## src/rtl/adc_readout_pkg.sv

```systemverilog
package adc_readout_pkg;
  // ==================================================
  // conversion and strobe timing
  localparam int WORD_W     = 18;
  localparam int OSR        = 32;
  localparam int HALF_PER   = 16;
  localparam int SETTLE_CYC = 46;
  localparam int LVL_W      = 3;
  localparam int ACC_W      = WORD_W + 5;
  localparam int CLK_PER_NS = 20;
  localparam logic [4:0] PH_LAST  = 5'(OSR - 1);
  localparam logic [4:0] PH_RISE  = 5'(HALF_PER - 1);
  localparam logic [5:0] SETTLE_N = 6'(SETTLE_CYC);
  // ==================================================
  // register map
  localparam int ADDR_W = 8;
  localparam logic [ADDR_W-1:0] OFS_STATUS = 8'h00;
  localparam logic [ADDR_W-1:0] OFS_MASK   = 8'h04;
  localparam logic [ADDR_W-1:0] OFS_WORD   = 8'h08;
  localparam logic [ADDR_W-1:0] OFS_CTRL   = 8'h0c;
  localparam logic [ADDR_W-1:0] OFS_SETTLE = 8'h10;
  localparam logic [2:0] MASK_RST    = 3'h0;
  localparam logic       CTRL_RST    = 1'b0;
  localparam logic [1:0] RESP_OKAY   = 2'h0;
  localparam logic [1:0] RESP_SLVERR = 2'h2;
  // ==================================================
  // types
  typedef struct packed {
    logic settled;
    logic ovr;
    logic word;
  } irq_s;
  typedef struct packed {
    logic [WORD_W-1:0] data;
    logic              oe;
  } sample_bus_s;
  typedef enum logic {MODE_DIRECT, MODE_BUFFERED} mode_e;
endpackage

```

## src/rtl/adc_parallel_readout.sv

```systemverilog
// Our own choices: the AXI4-Lite slave port and the register addresses.
`timescale 1ns/100ps
module adc_parallel_readout (
  input  wire logic                               ref_clk_i, // 50 MHz
  input  wire logic                               rst_i, // async, high
  input  wire logic                               awvalid_i, // axi write addr
  output logic                                    awready_o, // axi
  input  wire logic [adc_readout_pkg::ADDR_W-1:0] awaddr_i, // byte
  input  wire logic                               wvalid_i, // axi write data
  output logic                                    wready_o, // axi
  input  wire logic [31:0]                        wdata_i, // axi
  input  wire logic [3:0]                         wstrb_i, // axi lanes
  output logic                                    bvalid_o, // axi response
  input  wire logic                               bready_i, // axi
  output logic [1:0]                              bresp_o, // axi
  input  wire logic                               arvalid_i, // axi read addr
  output logic                                    arready_o, // axi
  input  wire logic [adc_readout_pkg::ADDR_W-1:0] araddr_i, // byte
  output logic                                    rvalid_o, // axi read data
  input  wire logic                               rready_i, // axi
  output logic [31:0]                             rdata_o, // axi
  output logic [1:0]                              rresp_o, // axi
  output logic                                    irq_o, // level, high
  input  wire logic                               reset_n_i, // filter reset
  input  wire logic                               cs_n_i, // chip select
  input  wire logic                               rd_n_i, // read enable
  input  wire logic                               powerdown_n_i, // power-down
  input  wire logic                               int_vref_on_n_i, // ref sel
  input  wire logic [2:0]                         buffer_depth_sel_i, // level
  input  wire logic [17:0]                        mod_word_i, // modulator
  input  wire logic                               over_range_i, // overload
  output adc_readout_pkg::sample_bus_s            sample_bus_o, // bus
  output logic                                    sample_ready_n_o, // strobe
  output logic                                    over_range_flag_o, // ovr
  output logic                                    vref_internal_o // ref used
);
  import adc_readout_pkg::*;

  // ==================================================
  // declarations
  logic                    run;
  mode_e                   mode;
  logic [LVL_W-1:0]        level;
  logic [4:0]              osr_ph;
  logic signed [ACC_W-1:0] acc;
  logic signed [ACC_W-1:0] acc_sum;
  logic [WORD_W-1:0]       fresh;
  logic [WORD_W-1:0]       word;
  logic                    word_stb;
  logic [WORD_W-1:0]       mem [16];
  logic                    wbank;
  logic [LVL_W-1:0]        widx;
  logic [LVL_W-1:0]        ridx;
  logic                    burst_done;
  logic                    primed;
  logic                    rd_sel;
  logic                    rd_prev;
  logic                    rd_fall;
  logic [WORD_W-1:0]       sample_q;
  logic                    ready_n;
  logic                    next_ready_n;
  logic                    fall_evt;
  logic [5:0]              settle_cnt;
  logic                    settled;
  logic                    ovr_q;
  logic                    vref_q;
  irq_s                    ev;
  irq_s                    status;
  irq_s                    next_status;
  logic [2:0]              mask;
  logic                    ctrl_hold;
  logic                    aw_full;
  logic [ADDR_W-1:0]       aw_addr;
  logic                    w_full;
  logic [31:0]             w_data;
  logic [3:0]              w_strb;
  logic                    do_wr;
  logic                    rd_take;
  logic                    rd_clr;
  logic [31:0]             rd_word;

  function automatic logic mapped(input logic [ADDR_W-1:0] a);
    return a == OFS_STATUS || a == OFS_MASK || a == OFS_WORD ||
           a == OFS_CTRL || a == OFS_SETTLE;
  endfunction

  // ==================================================
  // mode and decimation
  // software hold acts like the pin: a driver can restart settling
  assign run   = reset_n_i & powerdown_n_i & ~ctrl_hold;
  assign level = buffer_depth_sel_i;
  assign mode  = (level == '0) ? MODE_DIRECT : MODE_BUFFERED;
  assign acc_sum = acc + {{(ACC_W-WORD_W){mod_word_i[WORD_W-1]}},
                          mod_word_i};
  assign fresh    = acc_sum[ACC_W-1 -: WORD_W];
  assign word_stb = run & (osr_ph == PH_LAST);

  always_ff @(posedge ref_clk_i or posedge rst_i) begin
    if (rst_i) begin
      osr_ph <= '0;
      acc    <= '0;
      word   <= '0;
    end else if (!run) begin
      osr_ph <= '0;
      acc    <= '0;
      word   <= '0;
    end else begin
      osr_ph <= osr_ph + 5'h01;
      acc    <= word_stb ? '0 : acc_sum;
      if (word_stb) word <= fresh;
    end
  end

  // ==================================================
  // output buffer: two banks keep a burst apart from the next one
  assign burst_done = word_stb & (mode == MODE_BUFFERED) &
                      (widx == level - 3'h1);
  always_ff @(posedge ref_clk_i) begin
    if (word_stb) mem[{wbank, widx}] <= fresh;
  end
  always_ff @(posedge ref_clk_i or posedge rst_i) begin
    if (rst_i) begin
      widx   <= '0;
      wbank  <= 1'b0;
      primed <= 1'b0;
    end else if (!run) begin
      widx   <= '0;
      wbank  <= 1'b0;
      primed <= 1'b0;
    end else begin
      if (mode == MODE_DIRECT) widx <= '0;
      else if (word_stb) widx <= burst_done ? '0 : widx + 3'h1;
      if (burst_done) wbank <= ~wbank;
      if (mode == MODE_DIRECT ? word_stb : burst_done) primed <= 1'b1;
    end
  end

  // ==================================================
  // parallel read port
  assign rd_sel  = ~cs_n_i & ~rd_n_i;
  assign rd_fall = rd_sel & ~rd_prev;
  assign sample_bus_o.data = sample_q;
  assign sample_bus_o.oe   = rd_sel;

  always_ff @(posedge ref_clk_i or posedge rst_i) begin
    if (rst_i) begin
      rd_prev  <= 1'b0;
      ridx     <= '0;
      sample_q <= '0;
    end else begin
      rd_prev <= rd_sel;
      if (!run) begin
        ridx     <= '0;
        sample_q <= '0;
      end else if (mode == MODE_DIRECT) begin
        if (word_stb) sample_q <= fresh;
      end else if (burst_done) begin
        ridx <= '0;
      end else if (rd_fall) begin
        sample_q <= mem[{~wbank, ridx}];
        ridx     <= ridx + 3'h1;
      end
    end
  end

  // ==================================================
  // ready strobe and settling
  // held high until the first word (first burst when buffered): no fall before real data
  always_comb begin
    if (!run) next_ready_n = 1'b1;
    else if (mode == MODE_DIRECT)
      next_ready_n = ~(primed | word_stb) |
        (osr_ph >= PH_RISE && osr_ph != PH_LAST);
    else next_ready_n = burst_done | ~primed;
  end
  assign fall_evt = ready_n & ~next_ready_n;
  assign settled  = settle_cnt == SETTLE_N;
  assign sample_ready_n_o = ready_n;

  always_ff @(posedge ref_clk_i or posedge rst_i) begin
    if (rst_i) begin
      ready_n    <= 1'b1;
      settle_cnt <= '0;
      ovr_q      <= 1'b0;
      vref_q     <= 1'b0;
    end else begin
      ready_n <= next_ready_n;
      if (!run) settle_cnt <= '0;
      else if (fall_evt && !settled)
        settle_cnt <= settle_cnt + 6'h01;
      ovr_q  <= over_range_i & powerdown_n_i;
      vref_q <= ~int_vref_on_n_i & powerdown_n_i;
    end
  end
  assign over_range_flag_o = ovr_q;
  assign vref_internal_o   = vref_q;

  // ==================================================
  // register slave
  assign awready_o = ~aw_full & ~bvalid_o;
  assign wready_o  = ~w_full & ~bvalid_o;
  assign arready_o = ~rvalid_o;
  assign do_wr     = aw_full & w_full;
  assign rd_take   = arvalid_i & ~rvalid_o;
  assign rd_clr    = rd_take & (araddr_i == OFS_STATUS);
  assign ev.word    = fall_evt;
  assign ev.ovr     = over_range_i & powerdown_n_i & ~ovr_q;
  assign ev.settled = fall_evt & (settle_cnt == SETTLE_N - 6'h01);
  // a new event in the clearing cycle survives the read
  assign next_status = (status & ~{3{rd_clr}}) | ev;
  assign irq_o = |(status & mask);
  assign rd_word =
    (araddr_i == OFS_STATUS) ? 32'(status) :
    (araddr_i == OFS_MASK)   ? 32'(mask) :
    (araddr_i == OFS_WORD)   ? 32'(word) :
    (araddr_i == OFS_CTRL)   ? 32'(ctrl_hold) :
    (araddr_i == OFS_SETTLE) ? 32'({settled, 2'h0, settle_cnt}) :
    32'h0000_0000;

  always_ff @(posedge ref_clk_i or posedge rst_i) begin
    if (rst_i) begin
      aw_full <= 1'b0;
      aw_addr <= '0;
      w_full  <= 1'b0;
      w_data  <= '0;
      w_strb  <= '0;
    end else begin
      if (awvalid_i && awready_o) begin
        aw_full <= 1'b1;
        aw_addr <= awaddr_i;
      end else if (do_wr) aw_full <= 1'b0;
      if (wvalid_i && wready_o) begin
        w_full <= 1'b1;
        w_data <= wdata_i;
        w_strb <= wstrb_i;
      end else if (do_wr) w_full <= 1'b0;
    end
  end

  always_ff @(posedge ref_clk_i or posedge rst_i) begin
    if (rst_i) begin
      bvalid_o  <= 1'b0;
      bresp_o   <= RESP_OKAY;
      mask      <= MASK_RST;
      ctrl_hold <= CTRL_RST;
    end else begin
      if (do_wr) begin
        bvalid_o <= 1'b1;
        bresp_o  <= mapped(aw_addr) ? RESP_OKAY : RESP_SLVERR;
        if (aw_addr == OFS_MASK && w_strb[0]) mask <= w_data[2:0];
        if (aw_addr == OFS_CTRL && w_strb[0]) ctrl_hold <= w_data[0];
      end else if (bready_i) bvalid_o <= 1'b0;
    end
  end

  always_ff @(posedge ref_clk_i or posedge rst_i) begin
    if (rst_i) begin
      rvalid_o <= 1'b0;
      rdata_o  <= '0;
      rresp_o  <= RESP_OKAY;
      status   <= '0;
    end else begin
      status <= next_status;
      if (rd_take) begin
        rvalid_o <= 1'b1;
        rdata_o  <= rd_word;
        rresp_o  <= mapped(araddr_i) ? RESP_OKAY : RESP_SLVERR;
      end else if (rready_i) rvalid_o <= 1'b0;
    end
  end
endmodule

```

## config.mk

```make
export PLATFORM = sky130hd
export DESIGN_NAME = adc_parallel_readout
export DESIGN_NICKNAME = d
export VERILOG_FILES = /design/src/rtl/adc_readout_pkg.sv /design/src/rtl/adc_parallel_readout.sv
export SDC_FILE = /design/constraint.sdc
export NUM_CORES = 1
export LEC_CHECK = 0
export ABC_CLOCK_PERIOD_IN_PS = 9430
export BUFFER_PORTS_ARGS = -buffer_cell sky130_fd_sc_hd__clkbuf_2
export CORE_AREA = 4 4 163 323
export CTS_CLUSTER_SIZE = 8
export DETAILED_ROUTE_END_ITERATION = 7
export DIE_AREA = 0 0 167 327
export MAX_ROUTING_LAYER = met4
export PLACE_DENSITY = 0.5
export SYNTH_ARGS = -nofsm -noshare
export SYNTH_HDL_FRONTEND = slang
export SYNTH_SLANG_ARGS = --single-unit
```

## constraint.sdc

```tcl
create_clock -name ref_clk_i -period 9.43 [get_ports ref_clk_i]
set_clock_uncertainty 0.2 [all_clocks]
set_input_delay 0 -clock ref_clk_i [delete_from_list [all_inputs] [get_ports ref_clk_i]]
set_output_delay 0 -clock ref_clk_i [all_outputs]
set_load 0.03 [all_outputs]
```

==> results of run 1 <==
[path summary, 6_finish.rpt]
| kind | cells after the start | slack (ns) | endpoint |
|---|---|---|---|
| max | 9 | 5.11 | mem[13][11]$_DFFE_PP_ |
| min | 6 | 0.04 | acc[8]$_DFF_PP0_ |
| max reg2reg | 9 | 5.11 | mem[13][11]$_DFFE_PP_ |
| min reg2reg | 2 | 0.27 | sample_q[6]$_DFFE_PP0P_ |
| max in group asynchronous | 5 | 7.20 | ridx[0]$_DFFE_PP0P_ |
| min in group asynchronous | 4 | 0.42 | word[12]$_DFFE_PP0P_ |
[synthesized netlist by cell type, types with 16 or more instances]
master / instances / area, sq um
a21oi_1: 43 / 215.2
a22o_1: 19 / 166.4
and2_1: 18 / 112.6
buf_4: 24 / 180.2
clkbuf_1: 24 / 90.09
dfrtp_1: 124 / 3103
edfxtp_1: 288 / 8648
ha_1: 34 / 425.4
inv_1: 23 / 86.33
mux2_2: 17 / 191.4
mux4_1: 16 / 420.4
mux4_2: 70 / 1577
nand2_1: 76 / 285.3
nand3_1: 16 / 80.08
nor2_1: 69 / 259.0
nor2b_1: 16 / 100.1
nor3_1: 16 / 80.08
o21ai_0: 35 / 175.2
xnor2_1: 17 / 148.9
[routing by layer]
layer | vias to the layer above | GRT usage (%) | wire length (um)
met5 | - | - | 0
li1 | 4793 | - | -
met2 | 309 | 34.62 | 27320
met4 | 0 | 7.353 | 1981
met3 | 93 | 2.391 | 2034
met1 | 5534 | 18.64 | 17040
[cells by family (layout without fill, tap and decap cells)]
family                     count (synthesis)  after routing
DFF                                      413            413
and+or+nand+nor                          259            259
AOI/OAI and AO/OA                        184            184
muxes                                    115            115
buffers and inverters                     94            324
adders and majority gates                 35             35
xor gates and xnor gates                  30             30
other                                      1             17
[final cells by class]
cell class	count	area [sq um]	share of cell area [%]
diodes	1	2.502	0.01161
clock buffers	74	1490	6.914
clock inverters	4	46.29	0.2148
inverters	23	91.34	0.4238
multi-input cells	639	5685	26.38
flip-flops and latches	413	11780	54.66
well taps	649	812.0	3.767
repair buffers	223	1644	7.628
[worst max-delay path, delay by kind of cell, from the launching register on]
kind	cells	cell delay, ns
buf+inv	1	0.48
fa+ha+maj	2	0.66
flops	1	0.36
xor+xnor	1	0.82
compound gates	5	1.39
[through the flow]
stage / worst slack [ns] / instance area (sq um) / total power, mW / instances
floorplan: 5.904 / 17950 / 2.433 / 1146
global placement: 5.198 / 19120 / 2.589 / 1858
detailed placement: 5.044 / 19120 / 2.602 / 1858
CTS: 5.009 / 21550 / 4.505 / 2025
global route: 4.883 / 21550 / 4.625 / 2025
finish: 5.110 / 21550 / 4.450 / 2026
[cells in the final DEF, fill, tap and decap left out, types with 22 or more instances in the layout]
| cell type | netlist | final |
|---|---|---|
| edfxtp_1 | 288 | 288 |
| dfrtp_1 | 124 | 122 |
| clkbuf_2 | 0 | 101 |
| dlygate4sd3_1 | 0 | 89 |
| nand2_1 | 76 | 76 |
| mux4_2 | 70 | 70 |
| nor2_1 | 69 | 57 |
| clkbuf_16 | 0 | 57 |
| a21oi_1 | 43 | 43 |
| o21ai_0 | 35 | 35 |
| ha_1 | 34 | 34 |
| buf_4 | 24 | 33 |
| inv_1 | 23 | 22 |
[flip-flops by register name, summed over array words and instances, names as in the netlist, 3 cells and up]
name and count:
widx 3, settle_cnt 6, word 18, acc 23
mem 288, mask 3, ridx 3, rdata_o 18
osr_ph 5, status 3, aw_addr 8, w_data 3
sample_q 18
[report_power, final]
group          total [mW]  internal, mW  switching (mW)  leakage, nW
Clock                1.81          1.08           0.733        0.745
Sequential           2.11          2.08          0.0355         4.26
Combinational       0.523         0.198           0.325         3.00
Total                4.45          3.36            1.09         8.01
[what timing repair did]
item	CTS	global route
hold buffers	89	0
setup endpoints to repair	0	0
hold endpoints to repair	141	0
==> results by group, run 1 <==
Worst setup path
  – Crit-path cells: ha_1, fa_1, a21o_1, a221oi_1, a211oi_1, o21ai_2, o31ai_1, xnor2_1, inv_1
  – Critical-path top delay cell: xnor2_1
  – CP Max Fanout: 16
  – CP arrival: 4.31 ns
  – Type of the worst setup path: reg -> reg
  – CP Data Required Time: 9.42 ns
  – CP Launch Point: acc[0]$_DFF_PP0_
  – Critical Path Max Stage Delay: 0.82 ns
  – Crit. End Element: flop
  – Startpoint Class: flop
  – FF-to-FF Start: acc[0]$_DFF_PP0_

Global routing
  – Gr usage total: 18.20%
  – Pin count of the biggest net entering global routing: 64
  – First-pass GRT wire length: 72940 um
  – Initial antenna violation count: 0
  – Total congestion overflow: 0
  – Via count of the first global-routing pass: 11490

Logic synthesis
  – Async set-reset flop share out of synthesis: 30.27%
  – Post-synth EDFFs: 288
  – Synth cell types: 75
  – Ys Warns: 0
  – Fraction of the yosys area taken by sequential cells: 65.80%
  – Ys flop type: edfxtp_1
  – Synth Area in XOR/XNOR: 1.587%
  – Mapped Area: 17900 sq um
  – Largest family of logic cells by synthesized area: multiplexers
  – Synthesized flop and latch total: 413
  – Cell count after synthesis: 1131
  – Syn Area/Cell: 15.83 sq um
  – Adder-cell share of the synthesized area: 2.489%
  – Synth Area in Compound Gates: 6.914%
  – Mux contribution to synthesized area: 12.90%
  – Simple-Gate Fraction of Synth Area: 7.012%

Clock network
  – Clk_lat worst skew: 0.60 ns
  – CTS tree: yes
  – Number of setup buffers added after CTS: 0
  – Clock-pin slew on the worst setup and hold paths: 0.06 ns
  – Gates resized, CTS repair: 0
  – CTS Sinks: 413
  – H-tree levels: 2
  – CTS max path bufs: 3
  – CTS buffer count: 57
  – Root buf cell: clkbuf_16

Floorplanning
  – Die W: 167 um
  – Ports: 150
  – Core Rows: 116
  – Initial core utilization: 35.74%
  – Die H: 327 um
  – Die footprint: 54610 sq um
  – Core Region: 50070 sq um

Route
  – Via count: 10730
  – DRC violations left: 0
  – First-pass iteration count of the detailed router: 6
  – DRT Wirelength: 48370 um
  – Vias per cell: 5.296
  – Remaining antenna violation count after routing: 0
  – 1st-iter DRT viols: 796
  – DR WL/cell: 23.88 um

Finish
  – Layout filler cell count: 4480
  – Area growth syn-to-layout: 20.43%
  – Fin util: 43.05%
  – Share of cells above drive strength 1: 22.97%
  – Final nets: 1478

Place
  – # port buffers: 101
  – Final GP Congestion: 0.8582
  – Detailed Place HPWL: 31480 um

STA
  – Final TNS setup: 0 ns
  – Final slew viol count: 0
  – Final setup violating endpoints: 0
  – Worst-Margin Slew: 1.185 ns
  – Final min period: 4.320 ns
  – F_max: 231.5 MHz
  – RSZ-0062 raised after global routing: no
  – WHS: 0.04029 ns
  – Final hold viol count: 0
  – Max_slew headroom: 20.41%
  – Crit share post-route: 45.82%

Power and ir drop
  – VDD IR max: 0.0001295 V
  – Power Density: 206.5 nW/um^2
  – Leak: 8.006 nW

Outcome
  – Status: finished, final reports clean

Min path
  – Hold_sp: mod_word_i[7]
  – Hold crit path type: in -> reg

Run
  – Max-cap violation count: 0
No activity file was read; power rests on OpenSTA's default activity.
==> run 2: changes to the inputs <==
--- a/config.mk
+++ b/config.mk
@@ -5,7 +5,7 @@
 export SDC_FILE = /design/constraint.sdc
 export NUM_CORES = 1
 export LEC_CHECK = 0
-export ABC_CLOCK_PERIOD_IN_PS = 9430
+export ABC_CLOCK_PERIOD_IN_PS = 4000
 export BUFFER_PORTS_ARGS = -buffer_cell sky130_fd_sc_hd__clkbuf_2
 export CORE_AREA = 4 4 163 323
 export CTS_CLUSTER_SIZE = 8
==> constraint.sdc (replaced) <==
create_clock -name ref_clk_i -period 4 [get_ports ref_clk_i]
set_clock_uncertainty 0.2 [all_clocks]
set_input_delay 0 -clock ref_clk_i [delete_from_list [all_inputs] [get_ports ref_clk_i]]
set_output_delay 0 -clock ref_clk_i [all_outputs]
set_load 0.03 [all_outputs]
==> results by group, run 2 (synthesis results as in run 1) <==
Finish
  – Diode count: 0 (was 1)
  – Max reg flops: 288 (unchanged)
  – Final nets: 1522 (was 1478)
  – Layout filler cell count: 4438 (was 4480)
  – Register area: 11780 sq um (unchanged)
  – Commonest non-fill, non-tap cell in the layout: edfxtp_1 (unchanged)
  – Commonest cells after routing, fill and taps aside: edfxtp_1 (288), dfrtp_1 (122), clkbuf_2 (101) (unchanged)
  – Multi-input gate area: 5648 sq um (was 5685 sq um)
  – Largest Register: mem (unchanged)
  – Share of cells above drive strength 1: 24.56% (was 22.97%)
  – Area growth syn-to-layout: 22.80% (was 20.43%)
  – Fin util: 43.90% (was 43.05%)
  – Largest regs: mem: 288 flops, acc: 23 flops (unchanged)

Worst setup path
  – CP Launch Point: acc[0]$_DFF_PP0_ (unchanged)
  – CP arrival: 3.68 ns (was 4.31 ns)
  – FF-to-FF Start: acc[0]$_DFF_PP0_ (unchanged)
  – CP Max Fanout: 16 (unchanged)
  – Reg2Reg Depth: 9 (unchanged)
  – CP endpoint: mem[6][15]$_DFFE_PP_ (was mem[13][11]$_DFFE_PP_)
  – Startpoint Class: flop (unchanged)
  – CP Data Required Time: 4.06 ns (was 9.42 ns)
  – R2r endpoint: mem[6][15]$_DFFE_PP_ (was mem[13][11]$_DFFE_PP_)
  – Crit. End Element: flop (unchanged)
  – Reg2reg setup slack: 0.37 ns (was 5.11 ns)
  – Type of the worst setup path: reg -> reg (unchanged)

Floorplanning
  – Initial core utilization: 35.74% (unchanged)
  – Core Rows: 116 (unchanged)
  – Die H: 327 um (unchanged)
  – Die W: 167 um (unchanged)
  – Die footprint: 54610 sq um (unchanged)
  – Core Region: 50070 sq um (unchanged)
  – Ports: 150 (unchanged)

Global routing
  – First-pass GRT wire length: 73410 um (was 72940 um)
  – Via count of the first global-routing pass: 11540 (was 11490)
  – Total congestion overflow: 0 (unchanged)
  – Pin count of the biggest net entering global routing: 77 (was 64)
  – Gr usage total: 18.34% (was 18.20%)
  – Initial antenna violation count: 0 (unchanged)

Route
  – Vias per cell: 5.211 (was 5.296)
  – 1st-iter DRT viols: 647 (was 796)
  – Remaining antenna violation count after routing: 0 (unchanged)
  – DRT Wirelength: 48960 um (was 48370 um)
  – DR WL/cell: 23.51 um (was 23.88 um)
  – DRC violations left: 0 (unchanged)
  – First-pass iteration count of the detailed router: 4 (was 6)
  – Via count: 10850 (was 10730)

Outcome
  – Status: finished, final reports clean (unchanged)

STA
  – Max_slew headroom: 22.10% (was 20.41%)
  – Final min period: 3.626 ns (was 4.320 ns)
  – Worst-Margin Slew: 1.166 ns (was 1.185 ns)
  – Final setup violating endpoints: 0 (unchanged)
  – RSZ-0062 raised after global routing: no (unchanged)
  – F_max: 275.8 MHz (was 231.5 MHz)
  – Final slew viol count: 0 (unchanged)
  – Final TNS setup: 0 ns (unchanged)
  – Final hold viol count: 0 (unchanged)
  – Setup slack after layout: 0.3743 ns (was 5.110 ns)
  – Crit share post-route: 90.64% (was 45.82%)

Clock network
  – CTS buffer count: 57 (unchanged)
  – H-tree levels: 2 (unchanged)
  – Number of setup buffers added after CTS: 0 (unchanged)
  – CTS Sinks: 413 (unchanged)
  – CTS tree: yes (unchanged)
  – Clock-pin slew on the worst setup and hold paths: 0.05 ns (was 0.06 ns)
  – CTS max path bufs: 3 (unchanged)
  – Root buf cell: clkbuf_16 (unchanged)
  – Gates resized, CTS repair: 0 (unchanged)
  – Clk_lat worst skew: 0.61 ns (was 0.60 ns)

Power and ir drop
  – P_sw: 2.636 mW (was 1.093 mW)
  – Pint: 8.004 mW (was 3.357 mW)
  – Sequential power share: 46.8% (was 47.5%)
  – Clock share of power: 41.5% (was 40.8%)
  – Power Density: 484.1 nW/um^2 (was 206.5 nW/um^2)
  – VDD IR max: 0.0003020 V (was 0.0001295 V)
  – Leak: 8.266 nW (was 8.006 nW)
  – Post-layout power: 10.64 mW (was 4.450 mW)
  – Switching Fraction: 24.78% (was 24.57%)
  – Combinational cell fraction of total power: 11.8% (about the same)

Run
  – Max-cap violation count: 0 (unchanged)

Place
  – Detailed Place HPWL: 33860 um (was 31480 um)
  – Pre-CTS WS: 0.3736 ns (was 5.044 ns)
  – # port buffers: 101 (unchanged)
  – Final GP Congestion: 0.9245 (was 0.8582)

Min path
  – Hold crit path type: in -> reg (unchanged)
run 2: area by class of cell:
class | count | area share (%)
Clock buffer | 87 | 7.002
Clock inverter | 4 | 0.2960
Inverter | 23 | 0.4156
Multi-Input combinational cell | 639 | 25.70
Sequential cell | 413 | 53.61
Tap cell | 649 | 3.694
Timing Repair Buffer | 267 | 9.290
run 2: through the flow:
| step | area, sq um | hold WS, ns | cells |
|---|---|---|---|
| 2_1_floorplan | 17950 | -0.1344 | 1146 |
| 3_3_place_gp | 19410 | -0.05847 | 1895 |
| 3_5_place_dp | 19410 | -0.05356 | 1895 |
| 4_1_cts | 21980 | 0.01774 | 2082 |
| 5_1_grt | 21980 | 0.05468 | 2082 |
| 6_report | 21980 | 0.02701 | 2082 |
run 2: power by group through the flow:
| stage | sequential, mW | combinational, mW | clock, mW |
|---|---|---|---|
| 2_1_floorplan | 5.07 | 0.670 | 0 |
| 3_3_place_gp | 5.05 | 1.08 | 0 |
| 6_report | 4.98 | 1.25 | 4.41 |
| 4_1_cts | 4.97 | 1.26 | 4.52 |
| 5_1_grt | 4.99 | 1.37 | 4.68 |
| 3_5_place_dp | 5.05 | 1.10 | 0 |
run 2: layer usage:
metal | routed length, um | global-route usage (%)
met5 | 0 | -
met1 | 17610 | 18.89
met2 | 28190 | 35.52
met4 | 1493 | 6.284
met3 | 1660 | 2.198
run 2: worst min path at each step:
stage	from	endpoint	slack [ns]	depth (start not counted)
3_5_place_dp	rst_i	rdata_o[10]$_DFFE_PP0P_	-0.05	2
6_report	mod_word_i[6]	acc[6]$_DFF_PP0_	0.03	4
5_1_grt	mod_word_i[16]	acc[16]$_DFF_PP0_	0.05	5
3_3_place_gp	rst_i	rdata_o[10]$_DFFE_PP0P_	-0.06	2
2_1_floorplan	int_vref_on_n_i	vref_internal_o$_DFF_PP0_	-0.13	1
4_1_cts	mod_word_i[6]	acc[6]$_DFF_PP0_	0.02	4
run 2: repair_timing:
action	4_1_cts	5_1_grt
endpoints found under the hold margin	226	0
hold buffers	96	0
setup endpoints to repair	0	0
run 2: worst max-delay path, stage by stage, from the launching register on:
cell and delay (ns):
dfrtp_1 0.36, ha_1 0.20, fa_1 0.43, a21o_1 0.20, a221oi_1 0.57, a211oi_1 0.23
o21ai_2 0.30, o21ai_0 0.15, xnor2_1 0.34, inv_1 0.29
